**config.mk**
```make
export PLATFORM = sky130hd
export DESIGN_NAME = phy_pll_loopback_fifo_status
export DESIGN_NICKNAME = d
export VERILOG_FILES = /design/src/include/phy_bank_pkg.sv /design/src/rtl/phy_pll_loopback_fifo_status.sv
export SDC_FILE = /design/constraint.sdc
export NUM_CORES = 1
export LEC_CHECK = 0
export ABC_AREA = 1
export BUFFER_PORTS_ARGS = -buffer_cell sky130_fd_sc_hd__buf_2
export CAP_MARGIN = 20
export CELL_PAD_IN_SITES_DETAIL_PLACEMENT = 1
export CELL_PAD_IN_SITES_GLOBAL_PLACEMENT = 1
export CORE_UTILIZATION = 31
export DETAILED_ROUTE_END_ITERATION = 10
export HOLD_SLACK_MARGIN = 0.03
export MAX_ROUTING_LAYER = met4
export PLACE_DENSITY = 0.83
export REMOVE_ABC_BUFFERS = 1
export SLEW_MARGIN = 20
export SYNTH_ARGS = -nofsm -noshare
export SYNTH_HDL_FRONTEND = slang
export SYNTH_SLANG_ARGS = --single-unit
```
**constraint.sdc**
```tcl
create_clock -name i_clock -period 2.05 [get_ports i_clock]
set_input_delay 0.5125 -clock i_clock [delete_from_list [all_inputs] [get_ports i_clock]]
set_output_delay 0.5125 -clock i_clock [all_outputs]
set_load 0.02 [all_outputs]
```
**src/include/phy_bank_pkg.sv**
```systemverilog
package phy_bank_pkg;
    // Register indices; byte address is four times the index
    localparam logic [9:0] IDX_PHY_CONFIG = 10'h310;
    localparam logic [9:0] IDX_LOOPBACK = 10'h313;
    localparam logic [9:0] IDX_FLAG_SELECT = 10'h314;
    localparam logic [9:0] IDX_FLAG_VALUES = 10'h315;
    localparam logic [9:0] IDX_TX_LOCK = 10'h320;
    localparam logic [9:0] IDX_RX_LOCK = 10'h321;
    localparam int unsigned ADDR_WIDTH = 12;
    localparam int unsigned IDX_LSB = 2;

    // Config field positions
    localparam int unsigned CFG_SYS_RST_BIT = 0;
    localparam int unsigned CFG_TXP_RST_BIT = 1;
    localparam int unsigned CFG_RXP_RST_BIT = 2;

    // Values after reset
    localparam logic [2:0] CONFIG_RESET = 3'h0;
    localparam logic [9:0] LOOPBACK_RESET = 10'h000;
    localparam logic [2:0] SELECT_RESET = 3'h0;
    localparam logic [9:0] LOCK_RESET = 10'h000;
    localparam logic [9:0] VALUES_RESET = 10'h000;

    // AXI responses
    localparam logic [1:0] RESP_OKAY = 2'h0;
    localparam logic [1:0] RESP_SLVERR = 2'h2;

    // FIFO flag select codes
    typedef enum logic [2:0] {
        SEL_TX_FULL = 3'h0,
        SEL_TX_EMPTY = 3'h1,
        SEL_TX_PFULL = 3'h2,
        SEL_TX_PEMPTY = 3'h3,
        SEL_RX_FULL = 3'h4,
        SEL_RX_EMPTY = 3'h5,
        SEL_RX_PFULL = 3'h6,
        SEL_RX_PEMPTY = 3'h7
    } flag_select_type;

    // Per-lane transceiver FIFO flags, lane n in bit n
    typedef struct packed {
        logic [9:0] rx_pempty;
        logic [9:0] rx_pfull;
        logic [9:0] rx_empty;
        logic [9:0] rx_full;
        logic [9:0] tx_pempty;
        logic [9:0] tx_pfull;
        logic [9:0] tx_empty;
        logic [9:0] tx_full;
    } fifo_flags_type;

    // Level-held PLL and PMA reset controls
    typedef struct packed {
        logic rx_pll_soft_reset;
        logic tx_pll_soft_reset;
        logic pma_sys_reset;
    } phy_control_type;
endpackage

```
**src/rtl/phy_pll_loopback_fifo_status.sv**
```systemverilog
// Design decision made here: the AXI4-Lite slave port.
`timescale 1ns/10ps
// Overview of operation
// - Config bit 2 holds the receive PLL in soft reset.
// - Config bit 1 holds the transmit PLL in soft reset.
// - Config bit 0 holds the PMA system reset while set.
// - Each loopback bit puts its lane in serial loopback; resets zero, read-write.
// - CAUI-4 variants offer no serial loopback.
// - A 3-bit select code picks one FIFO flag, shown for every lane.
// - Codes 111,110,101,100 pick RX partial empty, partial full, empty, full.
// - Codes 011,010,001,000 pick TX partial empty, partial full, empty, full.
// - Bit n of the flag values register is lane n's selected flag.
// - Ten-lane variants carry ten valid flag bits.
// - CAUI-4 variants carry no valid flag content.
// - TX lock register shows per-lane TX PLL lock, resets to zero.
// - RX lock register shows per-lane RX CDR lock, resets to zero.
module phy_pll_loopback_fifo_status #(
    parameter int unsigned LANES = 10,
    parameter bit CAUI4 = 1'b0
) (
    input wire logic i_clock, // 100 MHz register clock
    input wire logic i_srst, // Synchronous reset, active high
    input wire logic i_awvalid, // Write address valid
    output logic o_awready, // Write address ready
    input wire logic [phy_bank_pkg::ADDR_WIDTH-1:0] i_awaddr, // Write byte address
    input wire logic [2:0] i_awprot, // Unused
    input wire logic i_wvalid, // Write data valid
    output logic o_wready, // Write data ready
    input wire logic [31:0] i_wdata, // Write data
    input wire logic [3:0] i_wstrb, // Byte enables
    output logic o_bvalid, // Write response valid
    input wire logic i_bready, // Write response ready
    output logic [1:0] o_bresp, // Write response
    input wire logic i_arvalid, // Read address valid
    output logic o_arready, // Read address ready
    input wire logic [phy_bank_pkg::ADDR_WIDTH-1:0] i_araddr, // Read byte address
    input wire logic [2:0] i_arprot, // Unused
    output logic o_rvalid, // Read data valid
    input wire logic i_rready, // Read data ready
    output logic [31:0] o_rdata, // Read data
    output logic [1:0] o_rresp, // Read response
    input wire phy_bank_pkg::fifo_flags_type i_fifo_flags, // Per-lane FIFO flags
    input wire logic [9:0] i_tx_pll_locked, // Per-lane TX PLL lock
    input wire logic [9:0] i_rx_cdr_locked, // Per-lane RX CDR lock
    output phy_bank_pkg::phy_control_type o_phy_control, // PLL and PMA resets
    output logic [9:0] o_serial_loopback // Per-lane serial loopback
);
    // Lanes above the variant width read as zero
    localparam logic [9:0] LANE_MASK = (LANES == 10) ? 10'h3FF : 10'h00F;
    localparam logic [9:0] LOOP_MASK = CAUI4 ? 10'h000 : LANE_MASK;

    // Refuse widths the lane logic cannot serve
    initial begin
        if (!(LANES == 10 || LANES == 4) || (CAUI4 && LANES != 4)) begin
            $error("LANES must be 10, or 4 for CAUI-4");
        end
    end

    logic aw_held, next_aw_held;
    logic w_held, next_w_held;
    logic [9:0] aw_idx, next_aw_idx;
    logic [31:0] w_data, next_w_data;
    logic [3:0] w_strb, next_w_strb;
    logic next_awready, next_wready, next_bvalid, next_arready, next_rvalid;
    logic [1:0] next_bresp, next_rresp;
    logic [31:0] next_rdata;
    phy_bank_pkg::phy_control_type next_phy_control;
    logic [9:0] loopback, next_loopback;
    phy_bank_pkg::flag_select_type flag_select, next_flag_select;
    logic [9:0] fifo_values, next_fifo_values;
    logic [9:0] tx_lock, rx_lock;

    // Byte-lane merge; registers are at most ten bits wide
    function automatic logic [9:0] merge(input logic [9:0] old, input logic [31:0] d,
                                         input logic [3:0] s);
        logic [9:0] r;
        r = old;
        if (s[0]) begin
            r[7:0] = d[7:0];
        end
        if (s[1]) begin
            r[9:8] = d[9:8];
        end
        return r;
    endfunction

    // Flag multiplexer, selected flag for all lanes at once
    always_comb begin
        next_fifo_values = phy_bank_pkg::VALUES_RESET;
        case (flag_select)
            phy_bank_pkg::SEL_RX_PEMPTY: next_fifo_values = i_fifo_flags.rx_pempty;
            phy_bank_pkg::SEL_RX_PFULL: next_fifo_values = i_fifo_flags.rx_pfull;
            phy_bank_pkg::SEL_RX_EMPTY: next_fifo_values = i_fifo_flags.rx_empty;
            phy_bank_pkg::SEL_RX_FULL: next_fifo_values = i_fifo_flags.rx_full;
            phy_bank_pkg::SEL_TX_PEMPTY: next_fifo_values = i_fifo_flags.tx_pempty;
            phy_bank_pkg::SEL_TX_PFULL: next_fifo_values = i_fifo_flags.tx_pfull;
            phy_bank_pkg::SEL_TX_EMPTY: next_fifo_values = i_fifo_flags.tx_empty;
            default: next_fifo_values = i_fifo_flags.tx_full;
        endcase
        next_fifo_values = CAUI4 ? phy_bank_pkg::VALUES_RESET : (next_fifo_values & LANE_MASK);
    end

    // Status capture; one flop stage so lock bits track the lanes
    always_ff @(posedge i_clock) begin
        if (i_srst) begin
            fifo_values <= phy_bank_pkg::VALUES_RESET;
            tx_lock <= phy_bank_pkg::LOCK_RESET;
            rx_lock <= phy_bank_pkg::LOCK_RESET;
        end else begin
            fifo_values <= next_fifo_values;
            tx_lock <= i_tx_pll_locked & LANE_MASK;
            rx_lock <= i_rx_cdr_locked & LANE_MASK;
        end
    end

    // Bus slave next state; a write lands only while no response is pending
    always_comb begin
        next_aw_held = aw_held;
        next_w_held = w_held;
        next_aw_idx = aw_idx;
        next_w_data = w_data;
        next_w_strb = w_strb;
        next_bvalid = o_bvalid;
        next_bresp = o_bresp;
        next_rvalid = o_rvalid;
        next_rdata = o_rdata;
        next_rresp = o_rresp;
        next_phy_control = o_phy_control;
        next_loopback = loopback;
        next_flag_select = flag_select;
        if (o_awready && i_awvalid) begin
            next_aw_held = 1'b1;
            next_aw_idx = i_awaddr[phy_bank_pkg::IDX_LSB +: 10];
        end
        if (o_wready && i_wvalid) begin
            next_w_held = 1'b1;
            next_w_data = i_wdata;
            next_w_strb = i_wstrb;
        end
        if (o_bvalid && i_bready) begin
            next_bvalid = 1'b0;
        end else if (!o_bvalid && next_aw_held && next_w_held) begin
            next_aw_held = 1'b0;
            next_w_held = 1'b0;
            next_bvalid = 1'b1;
            next_bresp = phy_bank_pkg::RESP_OKAY;
            if (next_aw_idx == phy_bank_pkg::IDX_PHY_CONFIG) begin
                if (next_w_strb[0]) begin
                    next_phy_control.rx_pll_soft_reset =
                        next_w_data[phy_bank_pkg::CFG_RXP_RST_BIT];
                    next_phy_control.tx_pll_soft_reset =
                        next_w_data[phy_bank_pkg::CFG_TXP_RST_BIT];
                    next_phy_control.pma_sys_reset =
                        next_w_data[phy_bank_pkg::CFG_SYS_RST_BIT];
                end
            end else if (next_aw_idx == phy_bank_pkg::IDX_LOOPBACK) begin
                next_loopback = merge(loopback, next_w_data, next_w_strb) & LOOP_MASK;
            end else if (next_aw_idx == phy_bank_pkg::IDX_FLAG_SELECT) begin
                if (next_w_strb[0]) begin
                    next_flag_select = phy_bank_pkg::flag_select_type'(next_w_data[2:0]);
                end
            end else if (next_aw_idx == phy_bank_pkg::IDX_FLAG_VALUES ||
                         next_aw_idx == phy_bank_pkg::IDX_TX_LOCK ||
                         next_aw_idx == phy_bank_pkg::IDX_RX_LOCK) begin
                next_bresp = phy_bank_pkg::RESP_OKAY; // Read-only, write ignored
            end else begin
                next_bresp = phy_bank_pkg::RESP_SLVERR;
            end
        end
        if (o_rvalid && i_rready) begin
            next_rvalid = 1'b0;
        end else if (o_arready && i_arvalid) begin
            next_rvalid = 1'b1;
            next_rresp = phy_bank_pkg::RESP_OKAY;
            next_rdata = 32'h0000_0000;
            if (i_araddr[phy_bank_pkg::IDX_LSB +: 10] == phy_bank_pkg::IDX_PHY_CONFIG) begin
                next_rdata[2:0] = o_phy_control;
            end else if (i_araddr[phy_bank_pkg::IDX_LSB +: 10] == phy_bank_pkg::IDX_LOOPBACK) begin
                next_rdata[9:0] = loopback;
            end else if (i_araddr[phy_bank_pkg::IDX_LSB +: 10] == phy_bank_pkg::IDX_FLAG_SELECT) begin
                next_rdata[2:0] = flag_select;
            end else if (i_araddr[phy_bank_pkg::IDX_LSB +: 10] == phy_bank_pkg::IDX_FLAG_VALUES) begin
                next_rdata[9:0] = fifo_values;
            end else if (i_araddr[phy_bank_pkg::IDX_LSB +: 10] == phy_bank_pkg::IDX_TX_LOCK) begin
                next_rdata[9:0] = tx_lock;
            end else if (i_araddr[phy_bank_pkg::IDX_LSB +: 10] == phy_bank_pkg::IDX_RX_LOCK) begin
                next_rdata[9:0] = rx_lock;
            end else begin
                next_rresp = phy_bank_pkg::RESP_SLVERR;
            end
        end
        // Readies drop while a channel is held, so a second write waits for the first
        next_awready = !next_aw_held && !next_bvalid;
        next_wready = !next_w_held && !next_bvalid;
        next_arready = !next_rvalid;
    end

    // Bus slave and control registers
    always_ff @(posedge i_clock) begin
        if (i_srst) begin
            aw_held <= 1'b0;
            w_held <= 1'b0;
            aw_idx <= 10'h000;
            w_data <= 32'h0000_0000;
            w_strb <= 4'h0;
            o_awready <= 1'b0;
            o_wready <= 1'b0;
            o_bvalid <= 1'b0;
            o_bresp <= phy_bank_pkg::RESP_OKAY;
            o_arready <= 1'b0;
            o_rvalid <= 1'b0;
            o_rdata <= 32'h0000_0000;
            o_rresp <= phy_bank_pkg::RESP_OKAY;
            o_phy_control <= phy_bank_pkg::CONFIG_RESET;
            loopback <= phy_bank_pkg::LOOPBACK_RESET;
            flag_select <= phy_bank_pkg::flag_select_type'(phy_bank_pkg::SELECT_RESET);
            o_serial_loopback <= phy_bank_pkg::LOOPBACK_RESET;
        end else begin
            aw_held <= next_aw_held;
            w_held <= next_w_held;
            aw_idx <= next_aw_idx;
            w_data <= next_w_data;
            w_strb <= next_w_strb;
            o_awready <= next_awready;
            o_wready <= next_wready;
            o_bvalid <= next_bvalid;
            o_bresp <= next_bresp;
            o_arready <= next_arready;
            o_rvalid <= next_rvalid;
            o_rdata <= next_rdata;
            o_rresp <= next_rresp;
            o_phy_control <= next_phy_control;
            loopback <= next_loopback;
            flag_select <= next_flag_select;
            o_serial_loopback <= next_loopback;
        end
    end
endmodule

```
==> reports/qor.csv <==
metric;value;unit
Detailed Routing Iterations Pass 1;4;
Fin Hold WS;365;ps
hpwl dp;11700;um
relative slew slack;65.2;%
CTS Sinks;87;
placement row count;43;
Yosys reg bits;87;
peak supply drop;377;uV
1st-iter DRT viols;162;
count of pins over their slew limit;0;
Post-Syn Area;0.00450;mm2
critical path type;flip-flop to flip-flop;
vias per cell;4.68;
CORE AREA;0.0140;mm2
Critical Path RT;2290;ps
kind of start point of the critical path;flip-flop;
Die Footprint;0.0150;mm2
Worst Hold Class;input pin to flip-flop;
total power draw;4.05;mW
TritonCTS clock tree;yes;
Area growth, synth to finish;30.0;%
crit path max fanout;16;
fin crit period;1820;ps
number of global-route vias before repair;4920;
Post-synth ARST share;0;%
Starting Density;32.1;%
R2R Setup Slk;230;ps
antenna viol nets, final;0;
R2R Path Start;o_awready;
DRC Markers;0;
critical path arrival;2050;ps
Synth top area share;38.7;%
largest net degree at the start of global routing;42;
Die W;123;um
Total GRT Usage;20.6;%
total gr overflow;0;
fin crit share;88.6;%
CTS max path bufs;2;
sequential share of the synthesized area;38.7;%
status;finished clean;
first-pass GRT wire length;23000;um
Layout Nets;1022;
reg-to-reg endpoint;loopback[2];
setup violators final;0;
clock-pin transition on the worst setup and hold timing paths;70;ps
Final Wtd Congestion;0.829;
DR WL/cell;14.1;um
Syn. warnings;0;
Post-Syn Instances;670;
Worst Max-Slew Pin Slew;517;ps
WHS Endpoint;rx_lock[7];
unrepaired setup endpoints after global routing;no;
Setup crit start;o_awready;
final hold violations;0;
Die H;123;um
Routed Wire Length;14500;um
io pins;227;
htree depth;3;
post-placement cell area;0.00555;mm2
n_diodes;0;
synth unique cells;39;
r2r worst-path depth;12;
Mean Syn Cell Area;6.72;um2
DR vias;4844;
Post-synth EDFFs;0;
Num CTS Buffers;9;
hold_buf cts;0;
clock skew;6.01;ps
initial antenna violation count;0;
final instance area;0.00586;mm2
layout cell share with drive strength beyond 1;27.4;%
WHS Path Cells;3;
f_max;0.551;GHz
power per standard cell area;691;mW/mm2
ys flop type;dfxtp_1;
Root Buffer;clkbuf_16;
Leak Pwr;3.08;nW
Synth area leader;dfxtp_1;
Min-Delay Startpoint;i_rx_cdr_locked[7];
max-cap violations;0;
largest cells by area after synthesis;dfxtp_1 (39%), nand2_1 (11%), nor2_1 (10%);
setup TNS;0;ps
Finished Core Util;41.7;%
clock insertion delay at the later pin of the skew report;340;ps
crit end category;flip-flop;
PortBufs;168;
[worst max path at each step]
stage,to,slack (ps),cells past startpoint
2_1_floorplan,o_rdata[0],60,10
4_1_cts,loopback[9],220,11
6_report,loopback[2],230,12
3_3_place_gp,loopback[8],50,11
5_1_grt,flag_select[2],10,11
3_5_place_dp,loopback[9],-20,11
[flip-flops by register name (all words and copies together), names as in the netlist, 2 cells and up]
| register | flops |
|---|---|
| fifo_values | 10 |
| w_data | 10 |
| o_phy_control | 3 |
| rx_lock | 10 |
| tx_lock | 10 |
| loopback | 10 |
| aw_idx | 10 |
| w_strb | 2 |
| o_rdata | 10 |
| flag_select | 3 |
[synth_stat cells, types with 2 or more instances]
master      n
a31oi_1     9
clkbuf_1   11
o22ai_1     8
a21oi_1    28
nand4_1    29
a211oi_1   10
nand2_1   130
mux2i_1     7
nand3_1    28
nor3b_1     2
o21ai_1     2
o21ai_0    16
nor2_2      2
inv_1     103
nand2_2     5
nor3_1      7
clkinv_1    3
dfxtp_1    87
or2_2       7
o21ai_2     2
buf_2       4
buf_1       4
buf_4      24
inv_2       3
o21ai_4     2
nor2_4      3
nor2_1    121
a41oi_1     2
[per-stage QoR]
stage | cells | setup WS [ps]
after floorplan | 648 | 63.0
final | 1034 | 234
after global routing | 1034 | 11.1
after CTS | 1034 | 219
after detailed placement | 1018 | -17.1
after global placement | 1018 | 53.4
[timing repair]
| action | 4_1_cts | 5_1_grt |
|---|---|---|
| hold endpoints to repair | 0 | 0 |
| setup buffers | 0 | 0 |
| endpoints found under the setup margin | 0 | 1 |
| gates resized for setup | 0 | 1 |
[layout make-up]
| type | instances | area (um2) |
|---|---|---|
| fill | 1880 | 8190 |
| multi-input combinational | 452 | 2150 |
| sequential | 87 | 1740 |
| timing repair buffer | 190 | 1020 |
| inverter | 109 | 409 |
| clock buffer | 9 | 225 |
| tap | 180 | 225 |
| clock inverter | 7 | 82.6 |
[worst max-delay path: stages (launching register included)]
cell and delay (ps):
dfxtp_1 380, nand2_4 170, inv_2 150, nand2_1 100, nand2_1 100, nand2_1 100
nor2_4 160, nand3_4 110, nor2_4 120, buf_12 150, nand2_1 70, nand2_1 70
nor2_1 40
[placed cells by master, fill, tap and decap left out, types with 16 or more instances in the layout]
cell type,count
nand3_1,28
buf_2,168
o21ai_0,16
nand4_1,29
inv_1,103
conb_1,24
nand2_1,130
nor2_1,120
a21oi_1,28
dfxtp_1,87
buf_4,21
[where the power goes]
group | switching (mW) | leakage [nW] | internal (mW)
logic | 0.352 | 2.22 | 0.224
clock network | 0.715 | 0.144 | 0.958
registers | 0.0273 | 0.714 | 1.77
[cells by family (layout without fill, tap and decap cells)]
family	Yosys count	after routing	synth area share, %
buf+inv	154	315	15.5
simple gates	339	339	33.0
mux	7	7	1.56
flops	87	87	38.7
other cells	1	24	0.0833
compound gates	82	82	11.2
[metal layers]
layer | GRT usage [%] | share of wire (%) | vias up
met3 | 3.95 | 5.3 | 32
met2 | 35.4 | 49 | 155
met4 | 9.91 | 3.2 | 0
li1 | - | - | 2431
met1 | 22.8 | 43 | 2226
met5 | - | 0 | -
Power figures use the tool's default switching activity.
